### src/core/dsc_pkg.sv
// Notes on behaviour
// - Data out shows bit shifted out of last stage
// - Launch edge: falling mode 0, rising mode 1
// - Mode 0 lag is 12.5 clocks
// - Mode 1 lag is 12 clocks
// - Power-up phase is mode 0
// - Data out always driven, never floats
// - Data out frozen while select high
// - Host uses polarity and phase zero
// - Polarity/phase one only ignoring data out
// - Host idles clock low, toggles only updating
// - Chain: data out feeds next data in
// - No-op passes data, registers untouched
// - One select rise, all devices act together
// - Output equals code times reference over 256
// - Command 11/10 sets mode 1, updates DACs
// - Command 10/10 sets mode 0, updates DACs
// - Phase held until reset or opposite command
// - All-zero control nibble is no-op
package dsc_pkg;
    localparam int WORD_W = 12;
    localparam int FIFO_DEPTH = 4;
    localparam int ADDR_HI = 11;
    localparam int ADDR_LO = 10;
    localparam int CTL_HI = 9;
    localparam int CTL_LO = 8;
    localparam int DATA_HI = 7;
    localparam int SYS_CLK_MHZ = 100;
    localparam int SCLK_HALF_NS = 80;
    localparam int SCLK_HALF_CYC = (SCLK_HALF_NS * SYS_CLK_MHZ + 999) / 1000;
    localparam logic [3:0] HALF_LOAD = 4'(SCLK_HALF_CYC - 1);
    localparam logic [3:0] LAST_BIT = 4'(WORD_W - 1);
    localparam logic PHASE_RST = 1'b0;
    localparam logic [1:0] CTL_LOAD = 2'h1;
    localparam logic [1:0] CTL_LOAD_UPD = 2'h3;
    localparam logic [1:0] CTL_SPECIAL = 2'h0;
    localparam logic [1:0] CTL_AUX = 2'h2;
    localparam logic [1:0] ADR_NO_OP = 2'h0;
    localparam logic [1:0] ADR_UPDATE = 2'h1;
    localparam logic [1:0] ADR_LOAD_ALL = 2'h2;
    localparam logic [1:0] ADR_PHASE1 = 2'h3;
    localparam logic [1:0] ADR_PHASE0 = 2'h2;
    localparam logic [7:0] CODE_RST = 8'h00;
endpackage

### src/core/dsc_if.sv
`timescale 1ns/1ns
interface dsc_if;
    logic sclk;
    logic din;
    logic cs_n;
    logic dout;
    modport host (output sclk, output din, output cs_n, input dout);
    modport dev (input sclk, input din, input cs_n, output dout);
endinterface

### src/core/dsc_fifo.sv
`timescale 1ns/1ns
module dsc_fifo #(
    parameter int W = 13,
    parameter int DEPTH = 4
) (
    // Clock and reset
    input wire logic sys_clk,
    input wire logic rstn,
    // Fill side
    input wire logic in_valid,
    output logic in_ready,
    input wire logic [W-1:0] in_data,
    // Drain side
    output logic out_valid,
    input wire logic out_ready,
    output logic [W-1:0] out_data
);
    localparam int AW = $clog2(DEPTH);
    typedef struct packed {
        logic [DEPTH-1:0][W-1:0] mem;
        logic [AW-1:0] wr;
        logic [AW-1:0] rd;
        logic [AW:0] cnt;
        logic rdy;
    } dsc_fifo_st_t;
    dsc_fifo_st_t s_q, s_d;
    logic push, pop;

    assign in_ready = s_q.rdy;
    assign out_valid = s_q.cnt != '0;
    assign out_data = s_q.mem[s_q.rd];
    assign push = in_valid && in_ready;
    assign pop = out_valid && out_ready;

    always_comb begin
        s_d = s_q;
        if (push) begin
            s_d.mem[s_q.wr] = in_data;
            s_d.wr = (s_q.wr == AW'(DEPTH - 1)) ? '0 : s_q.wr + 1'b1;
        end
        if (pop) begin
            s_d.rd = (s_q.rd == AW'(DEPTH - 1)) ? '0 : s_q.rd + 1'b1;
        end
        if (push && !pop) begin
            s_d.cnt = s_q.cnt + 1'b1;
        end else if (pop && !push) begin
            s_d.cnt = s_q.cnt - 1'b1;
        end
        // Registered room flag keeps ready straight from a flop
        s_d.rdy = s_d.cnt != (AW+1)'(DEPTH);
    end

    always_ff @(posedge sys_clk or negedge rstn) begin
        if (!rstn) begin
            s_q <= '0;
            s_q.rdy <= 1'b1;
        end else begin
            s_q <= s_d;
        end
    end
endmodule

### src/core/dsc_host.sv
`timescale 1ns/1ns
module dsc_host
    import dsc_pkg::*;
(
    // Clock and reset
    input wire logic sys_clk,
    input wire logic rstn,
    // Serial link
    dsc_if.host link,
    // Word input
    input wire logic tx_valid,
    output logic tx_ready,
    input wire logic [WORD_W-1:0] tx_data,
    input wire logic tx_last,
    // Readback
    output logic [WORD_W-1:0] rx_word,
    output logic rx_valid,
    output logic busy
);
    typedef enum logic [2:0] {
        ST_IDLE = 3'b000,
        ST_LOW = 3'b001,
        ST_HIGH = 3'b010,
        ST_NEXT = 3'b011,
        ST_END = 3'b100,
        ST_GAP = 3'b101
    } dsc_host_state_t;
    typedef struct packed {
        dsc_host_state_t st;
        logic [3:0] cnt;
        logic [3:0] bitn;
        logic [WORD_W-1:0] word;
        logic last;
        logic [WORD_W-1:0] rx;
        logic [WORD_W-1:0] rx_out;
        logic rx_vld;
        logic sclk;
        logic din;
        logic cs_n;
        logic [1:0] do_s;
        logic busy;
    } dsc_host_st_t;
    dsc_host_st_t s_q, s_d;
    logic f_valid, f_ready;
    logic [WORD_W:0] f_data;

    dsc_fifo #(.W(WORD_W + 1), .DEPTH(FIFO_DEPTH)) dsc_fifo_inst (
        .sys_clk(sys_clk),
        .rstn(rstn),
        .in_valid(tx_valid),
        .in_ready(tx_ready),
        .in_data({tx_last, tx_data}),
        .out_valid(f_valid),
        .out_ready(f_ready),
        .out_data(f_data)
    );

    assign f_ready = (s_q.st == ST_IDLE || s_q.st == ST_NEXT) && f_valid;

    always_comb begin
        s_d = s_q;
        s_d.do_s = {s_q.do_s[0], link.dout};
        s_d.rx_vld = 1'b0;
        if (f_ready) begin
            s_d.word = f_data[WORD_W-1:0];
            s_d.last = f_data[WORD_W];
            s_d.din = f_data[WORD_W-1];
            s_d.cs_n = 1'b0;
            s_d.bitn = '0;
            s_d.cnt = HALF_LOAD;
            s_d.st = ST_LOW;
        end
        case (s_q.st)
            ST_IDLE: begin
                s_d.sclk = 1'b0;
            end
            ST_LOW: begin
                if (s_q.cnt != '0) begin
                    s_d.cnt = s_q.cnt - 1'b1;
                end else begin
                    s_d.sclk = 1'b1;
                    s_d.cnt = HALF_LOAD;
                    s_d.st = ST_HIGH;
                end
            end
            ST_HIGH: begin
                if (s_q.cnt != '0) begin
                    s_d.cnt = s_q.cnt - 1'b1;
                end else begin
                    s_d.sclk = 1'b0;
                    s_d.rx = {s_q.rx[WORD_W-2:0], s_q.do_s[1]};
                    s_d.cnt = HALF_LOAD;
                    if (s_q.bitn == LAST_BIT) begin
                        s_d.rx_out = {s_q.rx[WORD_W-2:0], s_q.do_s[1]};
                        s_d.rx_vld = 1'b1;
                        s_d.st = s_q.last ? ST_END : ST_NEXT;
                    end else begin
                        s_d.bitn = s_q.bitn + 1'b1;
                        s_d.word = {s_q.word[WORD_W-2:0], 1'b0};
                        s_d.din = s_q.word[WORD_W-2];
                        s_d.st = ST_LOW;
                    end
                end
            end
            ST_NEXT: begin
                s_d.sclk = 1'b0;
            end
            ST_END: begin
                if (s_q.cnt != '0) begin
                    s_d.cnt = s_q.cnt - 1'b1;
                end else begin
                    s_d.cs_n = 1'b1;
                    s_d.cnt = HALF_LOAD;
                    s_d.st = ST_GAP;
                end
            end
            ST_GAP: begin
                if (s_q.cnt != '0) begin
                    s_d.cnt = s_q.cnt - 1'b1;
                end else begin
                    s_d.st = ST_IDLE;
                end
            end
            default: begin
                s_d.st = ST_IDLE;
            end
        endcase
        s_d.busy = s_d.st != ST_IDLE;
    end

    always_ff @(posedge sys_clk or negedge rstn) begin
        if (!rstn) begin
            s_q <= '0;
            s_q.st <= ST_IDLE;
            s_q.cs_n <= 1'b1;
        end else begin
            s_q <= s_d;
        end
    end

    assign link.sclk = s_q.sclk;
    assign link.din = s_q.din;
    assign link.cs_n = s_q.cs_n;
    assign rx_word = s_q.rx_out;
    assign rx_valid = s_q.rx_vld;
    assign busy = s_q.busy;
endmodule

### src/flat_wrapper.sv
// flat-port wrapper written by rule: the top's interface ports become plain ports
module dsc_host_flat import dsc_pkg::*;
  (sys_clk, rstn, tx_valid, tx_ready, tx_data, tx_last, rx_word, rx_valid, busy, link_sclk, link_din, link_cs_n, link_dout);
  dsc_if link_i ();
  input wire logic sys_clk;
  input wire logic rstn;
  input wire logic tx_valid;
  output logic tx_ready;
  input wire logic [WORD_W-1:0] tx_data;
  input wire logic tx_last;
  output logic [WORD_W-1:0] rx_word;
  output logic rx_valid;
  output logic busy;
  output wire logic [$bits(link_i.sclk)-1:0] link_sclk;
  output wire logic [$bits(link_i.din)-1:0] link_din;
  output wire logic [$bits(link_i.cs_n)-1:0] link_cs_n;
  input wire logic [$bits(link_i.dout)-1:0] link_dout;
  assign link_sclk = link_i.sclk;
  assign link_din = link_i.din;
  assign link_cs_n = link_i.cs_n;
  assign link_i.dout = link_dout;
  dsc_host u_core (.sys_clk(sys_clk), .rstn(rstn), .link(link_i), .tx_valid(tx_valid), .tx_ready(tx_ready), .tx_data(tx_data), .tx_last(tx_last), .rx_word(rx_word), .rx_valid(rx_valid), .busy(busy));
endmodule
### config.mk
export PLATFORM = sky130hd
export DESIGN_NAME = dsc_host_flat
export DESIGN_NICKNAME = d
export VERILOG_FILES = /design/src/core/dsc_pkg.sv /design/src/core/dsc_if.sv /design/src/core/dsc_fifo.sv /design/src/core/dsc_host.sv /design/src/flat_wrapper.sv
export SDC_FILE = /design/constraint.sdc
export NUM_CORES = 1
export LEC_CHECK = 0
export ABC_AREA = 1
export BUFFER_PORTS_ARGS = -buffer_cell sky130_fd_sc_hd__buf_2
export CORE_MARGIN = 5
export CORE_UTILIZATION = 30
export CTS_CLUSTER_SIZE = 28
export DETAILED_ROUTE_END_ITERATION = 12
export PLACE_DENSITY = 0.56
export SLEW_MARGIN = 20
export SYNTH_ARGS = -nofsm -noshare
export SYNTH_HDL_FRONTEND = slang
export SYNTH_SLANG_ARGS = --single-unit
### constraint.sdc
create_clock -name sys_clk -period 3.4 [get_ports sys_clk]
set_input_delay 0.68 -clock sys_clk [delete_from_list [all_inputs] [get_ports sys_clk]]
set_output_delay 0.68 -clock sys_clk [all_outputs]
set_load 0.01 [all_outputs]
# == Yosys cells after proc, flatten, opt, wreduce, memory -nomap -nowiden ==
# Index checks and enable logic that the tools add are counted.
# totals
ff_bits,114
in_bits,17
out_inout_bits,18
word_cells,94
# op_classes
n_addsub,6
n_lt_le_gt_ge,3
n_eq_ne,11
mux,33
n_bitwise,1
n_reduce_logical,19
# ops
op,n
52-bit bitwise mux,1
16-bit 2-to-1 mux,3
3-bit 2-to-1 mux,9
13-bit binary-select mux with 2-bit select,1
13-bit demux with 2-bit select,1
13-bit 2-to-1 mux,2
24-bit 2-to-1 mux,1
3-bit case mux with 5 select lines,1
3-bit nonzero test,3
4-bit 2-to-1 mux,2
4-bit case mux with 2 select lines,1
1-bit 2-to-1 mux,7
"3-bit by 2-bit == test with 1-bit output, second input constant",2
"3-bit == test, second input constant",2
1-bit logical AND,6
"2-bit by 3-bit < comparator with 1-bit output, second input constant",2
2-bit 2-to-1 mux,3
3-bit AND reduction,2
"2-bit by 1-bit adder with 2-bit output, second input constant",2
"4-bit by 1-bit adder with 4-bit output, second input constant",1
"2-bit == test, second input constant",2
"4-bit == test, second input constant",1
"2-bit inequality test, second input constant",2
4-bit nonzero test,1
other kinds (14),15

# == Logic depth before layout (Yosys ltp) ==
# Gate-level depths: netlist (run 1).
# depth
word_depth,8
ltp_mapped,10
ltp_nobuf,10

# == By module ==
# Synthesis (run 1) repeated with hierarchy kept, for this count alone.
# hier_totals
cells_unflattened,608
area_unflattened_um2,5432.7
# by_module_without_submodules
module,instances,cells_each,area_per_inst_um2,seq_area_each_um2
dsc_fifo,1,314,2935.3,1502.7
dsc_host,1,294,2497.4,1327.5

# == Worst setup path before layout (run 1) ==
# OpenSTA, ideal clock, no wires.
# synth_timing
path_kind,input to register
from,in tx_valid
to,reg u_core.dsc_fifo_inst.s_q[47] (netlist bit)
setup_ns,0.133
arrival_ns,1.368
t_required_ns,3.267
path_slack_ns,1.899
stages,5
n_path_buf,1
cell_sequence,nand2_1 inv_2 nand2_1 clkbuf_1 o21ai_0
# synth_between
elab_chain_cells,1
# synth_rtl
item,line,text
start: declaration,flat_wrapper.sv:7,input wire logic tx_valid;
1-bit logical AND,dsc_fifo.sv:32,assign push = in_valid && in_ready;
end: declaration,dsc_fifo.sv:26,"dsc_fifo_st_t s_q, s_d;"
# No other way between the ends.
# A chain may end at the register's enable or synchronous reset.

==> impl_metrics.tcl, run 1 <==
set metrics [dict create \
    path_class "reg -> reg" \
    clk_pin_slew_ps 50 \
    cts_sinks 113 \
    drc 0 \
    grt_first_pass_wirelength_um 18900 \
    slew_headroom_pct 43.4 \
    required_ps 3730 \
    rows 47 \
    drt-initial-drc-count 304 \
    cts_made_buffers 17 \
    startpoint "u_core.s_q[48]$_DFF_PN0_" \
    syn_area_mm2 0.00510 \
    via_per_inst 4.63 \
    grt_antenna_before_repair 0 \
    dp_hpwl_um 7130 \
    synth_cell_types 28 \
    report.final.slew_viol_count 0 \
    critPathArrivalTime_ps 2360 \
    num-nets-final 638 \
    setup-violations-final 0 \
    wirelength_um 11100 \
    syn_avg_cell_area_um2 8.65 \
    p_total_mw 4.34 \
    path_max_fanout 26 \
    outcome "finished clean" \
    io_pins 35 \
    crit_end "u_core.s_q[44]$_DFF_PN0_" \
    grt_pass1_vias 3855 \
    maxCapViolations 0 \
    synth_seq_cells 113 \
    syn-num-nets 618 \
    seq_area_frac_synth_pct 55.4 \
    rsz0062_at_grt "false" \
    die_w_um 140 \
    layout-drive-gt1-share_pct 14.1 \
    start_kind "register" \
    seq_area_mm2 0.00283 \
    ant_nets 0 \
    portBuffers 34 \
    start_util_pct 30.7 \
    coreArea_mm2 0.0166 \
    place_congestion 0.794 \
    grt-ovfl-total 0 \
    clk_latency_ps 410 \
    vdd_drop_max_mv 0.373 \
    synthCells 590 \
    hold_viol 0 \
    htreeDepth 4 \
    max_freq_mhz 493 \
    fin_util_pct 35.9 \
    synth_top_cell_area_share_pct 54.4 \
    holdBufCountCts 0 \
    cts_resized 0 \
    post_cts_buffers 0 \
    vias 3899 \
    hold_class "in -> async" \
    fill_cells 1679 \
    first_pass_iters 4 \
    p_leak_nw 2.90 \
    end_kind "register" \
    die_height_um 140 \
    rr_endpoint "u_core.s_q[44]$_DFF_PN0_" \
    period_share_pct 59.7 \
    worstMarginPinSlew_ps 848 \
    hold_ws_ps 291 \
    power_density_mw_per_mm2 727 \
    yosysTopAreaCell "dfrtp_1" \
    final.setup.tns_ps 0 \
    diodes 0 \
    area_growth_pct 16.9 \
    ff2ff_setup_slack_ps 1370 \
    cts_tree "built" \
    r2r-start "u_core.s_q[48]$_DFF_PN0_" \
    clock_path_buffers 2 \
    root_buffer "clkbuf_16" \
    wire_per_inst_um 13.1 \
    worst_clock_skew_ps 6.57 \
    reg2regPathDepth 8 \
    grt.total_usage_pct 12.0 \
    yosys-top-cells-area "dfrtp_1, nand2_1, o21ai_0" \
    synth_warnings 0 \
    grt_max_degree 53 \
    multi_input_area_mm2 0.00186 \
    fin_crit_ps 2030 \
    die_area_mm2 0.0197 \
]
## final cells by class
type	count	area share (%)
sequential	113	47.4
multi-input combinational	387	31.1
clock buffer	18	7.36
tap	220	4.61
timing repair buffer	38	3.40
inverter	53	3.33
clock inverter	14	2.75
## logic make-up (layout without fill, tap and decap cells)
group                      after synthesis  after routing  synth area share (%)
AOI/OAI and AO/OA                      159            159                  16.3
xor gates and xnor gates                 3              3                 0.515
adders and majority gates               11             11                  2.70
buffers and inverters                   90            123                  8.19
DFF                                    113            113                  55.4
and+or+nand+nor                        214            214                  16.9
## registers in the layout, summed over array words and instances, names as in the netlist
| name | flops |
|---|---|
| u_core.link.sclk | 1 |
| u_core.s_d | 1 |
| u_core.rx_valid | 1 |
| u_core.busy | 1 |
| u_core.dsc_fifo_inst.s_q | 59 |
| u_core.rx_word | 12 |
| u_core.s_q | 35 |
| u_core.dsc_fifo_inst.in_ready | 1 |
| u_core.link.din | 1 |
| u_core.link.cs_n | 1 |
## layout by cell type, fill, tap and decap left out, types with 2 or more instances in the layout
cell and instances:
a21oi_1 6, a31oi_1 2, buf_2 33, buf_4 5, bufinv_16 3, clkbuf_16 17, clkinv_2 5, clkinv_4 2
clkinvlp_4 3, dfrtp_1 111, dfstp_2 2, ha_1 11, inv_1 46, inv_2 7, nand2_1 135, nand2_2 6
nand3_1 12, nand4_1 2, nor2_1 56, o21ai_0 98, o21ai_1 36, o22ai_1 12, o2bb2ai_1 2, xnor2_1 2
## worst min-delay path by stage
stage	start	slack (ps)	endpoint	cells past startpoint
6_report	rstn	290	u_core.rx_word[6]$_DFFE_PN0P_	1
5_1_grt	rstn	350	u_core.rx_word[6]$_DFFE_PN0P_	1
4_1_cts	rstn	320	u_core.rx_word[6]$_DFFE_PN0P_	1
3_5_place_dp	u_core.s_d[2]$_DFF_PN0_	350	u_core.s_q[2]$_DFF_PN0_	0
3_3_place_gp	u_core.s_d[2]$_DFF_PN0_	340	u_core.s_q[2]$_DFF_PN0_	0
2_1_floorplan	u_core.s_d[2]$_DFF_PN0_	330	u_core.s_q[2]$_DFF_PN0_	0
## report_power, final
| part | leakage (nW) | total [mW] | switching (mW) | internal [mW] |
|---|---|---|---|---|
| registers | 1.43 | 1.84 | 0.175 | 1.67 |
| clock network | 0.292 | 1.80 | 0.631 | 1.17 |
| logic | 1.17 | 0.699 | 0.439 | 0.260 |
## Yosys cell counts (all sizes together)
library cell,count
a21oi,7
a22o,1
a31oi,2
buf,25
clkbuf,12
dfrtp,111
dfstp,2
ha,11
inv,53
nand2,141
nand3,13
nand4,2
nor2,57
nor3,1
o21ai,134
o22ai,12
o2bb2ai,2
o31ai,1
xnor2,2
xor2,1
## metrics by stage
stage / cells / setup slack (ps) / instance area [um2]
3_3_place_gp: 811 / 1380 / 5360
3_5_place_dp: 811 / 1350 / 5360
4_1_cts: 843 / 1330 / 5970
6_report: 843 / 1370 / 5970
2_1_floorplan: 590 / 1900 / 5100
5_1_grt: 843 / 1130 / 5970
## critical path, cell delays in order, from the launching register on
cell,delay [ps]
dfrtp_1,390
inv_1,110
ha_1,200
nand2_2,180
nor2_8,340
nand2_2,270
inv_2,280
nor2_1,60
a21oi_1,120
## metal layers
metal	up-vias	part of all wire, %	global-route usage, %
met4	0	1.8	5.56
met5	-	0	0
li1	1952	-	-
met1	1851	48	15.5
met2	80	45	18.4
met3	16	5.5	3.72
(Power assumes the default switching activity.)
==> inputs of run 2 (changes only) <==
==> constraint.sdc (replaced) <==
create_clock -name sys_clk -period 1.99 [get_ports sys_clk]
set_input_delay 0.398 -clock sys_clk [delete_from_list [all_inputs] [get_ports sys_clk]]
set_output_delay 0.398 -clock sys_clk [all_outputs]
set_load 0.01 [all_outputs]
==> run 2 against run 1 <==
Clock skew rose by 4.2 ps. Global-route usage fell by 0.20 points. Register-to-register slack got worse by 1100 ps. Wire length rose by 0.17%. Die area did not move. Total power rose by 76%.
==> impl_metrics.tcl, run 2 (synthesis gave the netlist of run 1 again) <==
set metrics [dict create \
    grt_antenna_before_repair 0 \
    diodes 0 \
    ant_nets 0 \
    drc 0 \
    fill_cells 1686 \
    rows 47 \
    largest_register "u_core.dsc_fifo_inst.s_q" \
    grt-busiest-layer "met2" \
    vdd_drop_max_mv 0.704 \
    place_inst 819 \
    first_pass_iters 5 \
    final_common_cell "nand2_1" \
    grt.total_usage_pct 11.8 \
    grt_pass1_vias 3925 \
    coreArea_mm2 0.0166 \
    cts_sinks 113 \
    use_met1_pct 15.9 \
    p_total_mw 7.65 \
    hold_ws_ps 105 \
    root_buffer "clkbuf_16" \
    die_area_mm2 0.0197 \
    met2_usage_pct 18.8 \
    wirelength_um 11100 \
    outcome "finished clean" \
    finalWorstSetupSlack_ps 270 \
    place_congestion 0.790 \
    report.final.slew_viol_count 0 \
    final_cell_count_no_fill 852 \
    rsz0062_at_grt "false" \
    clock_path_buffers 2 \
    required_ps 2320 \
    wire_per_inst_um 13.0 \
    fin_crit_ps 1720 \
    end_kind "register" \
    drt-initial-drc-count 269 \
    path_max_fanout 15 \
    dp_hpwl_um 7190 \
    cts_resized 0 \
    place_area_mm2 0.00544 \
    final.setup.tns_ps 0 \
    via_per_inst 4.64 \
    start_util_pct 30.7 \
    layout-drive-gt1-share_pct 14.9 \
    path_class "reg -> reg" \
    htreeDepth 4 \
    cts_made_buffers 17 \
    clk_pin_slew_ps 50 \
    hold_class "in -> reg" \
    final_cell_area_mm2 0.00608 \
    num-nets-final 647 \
    die_w_um 140 \
    mostFrequentLayoutCells "nand2_1, dfrtp_1, o21ai_0, nor2_1, inv_1" \
    clk_latency_ps 400 \
    fin_util_pct 36.5 \
    cts_tree "built" \
    largest_reg_flops 59 \
    power_density_mw_per_mm2 1260 \
    grt_max_degree 64 \
    grt_first_pass_wirelength_um 19200 \
    area_growth_pct 19.1 \
    pre_cts_slack_ps 270 \
    use_met3_pct 2.97 \
    max_freq_mhz 581 \
    critPathArrivalTime_ps 2050 \
    slew_headroom_pct 67.0 \
    period_share_pct 86.4 \
    worst_clock_skew_ps 10.8 \
    portBuffers 34 \
    grt-ovfl-total 0 \
    vias 3953 \
    worstMarginPinSlew_ps 494 \
    setup-violations-final 0 \
    io_pins 35 \
    start_kind "register" \
    maxCapViolations 0 \
    die_height_um 140 \
    hold_viol 0 \
    p_leak_nw 2.97 \
]
-- run 2: cell types whose count changed in the layout (fill, tap and decap cells not counted) --
| cell | previous run | this run |
|---|---|---|
| clkinvlp_4 | 3 | 1 |
| clkinv_4 | 2 | 0 |
| clkinv_2 | 5 | 6 |
| dlygate4sd3_1 | 0 | 1 |
| inv_6 | 1 | 0 |
| clkbuf_1 | 0 | 2 |
| bufinv_16 | 3 | 5 |
| buf_12 | 0 | 1 |
| buf_4 | 5 | 12 |
-- run 2: report_power, final --
part / leakage, nW / switching, mW / internal [mW]
Combinational: 1.22 / 0.773 / 0.474
Sequential: 1.43 / 0.291 / 2.85
Clock: 0.313 / 1.02 / 2.24
-- run 2: worst paths after layout --
path / from / to / slack (ps) / depth (start not counted)
min in group asynchronous: rstn / u_core.s_q[23]$_DFFE_PN0P_ / 430 / 2
min: link_dout / u_core.s_d[2]$_DFF_PN0_ / 100 / 1
min reg2reg: u_core.s_d[2]$_DFF_PN0_ / u_core.s_q[2]$_DFF_PN0_ / 350 / 0
max in group asynchronous: rstn / u_core.dsc_fifo_inst.in_ready$_DFF_PN1_ / 930 / 3
max reg2reg: u_core.s_q[48]$_DFF_PN0_ / u_core.s_q[44]$_DFF_PN0_ / 270 / 8
max: u_core.s_q[48]$_DFF_PN0_ / u_core.s_q[44]$_DFF_PN0_ / 270 / 8
-- run 2: what timing repair did --
action	4_1_cts	5_1_grt
hold endpoints to repair	16	0
buffers inserted	0	0
hold buffers	1	0
-- run 2: routing by layer --
metal | part of all wire (%) | vias to the layer above
met5 | 0 | -
met4 | 0.74 | 0
met3 | 5.3 | 10
met2 | 46 | 91
met1 | 48 | 1882
li1 | - | 1970
-- run 2: area by class of cell --
class	count	area [um2]	area share [%]
clock buffers	20	447	7.35
clock inverters	12	188	3.09
inverters	53	199	3.27
multi-input cells	387	1860	30.5
flip-flops and latches	113	2830	46.5
well taps	220	275	4.53
repair buffers	47	285	4.69
-- run 2: critical path: stages, from the launching register on --
cell and delay [ps]:
dfrtp_1 390, inv_1 100, ha_1 190, nand2_2 160
nor2_8 180, nand2_2 190, inv_2 250, nor2_1 60
a21oi_1 120
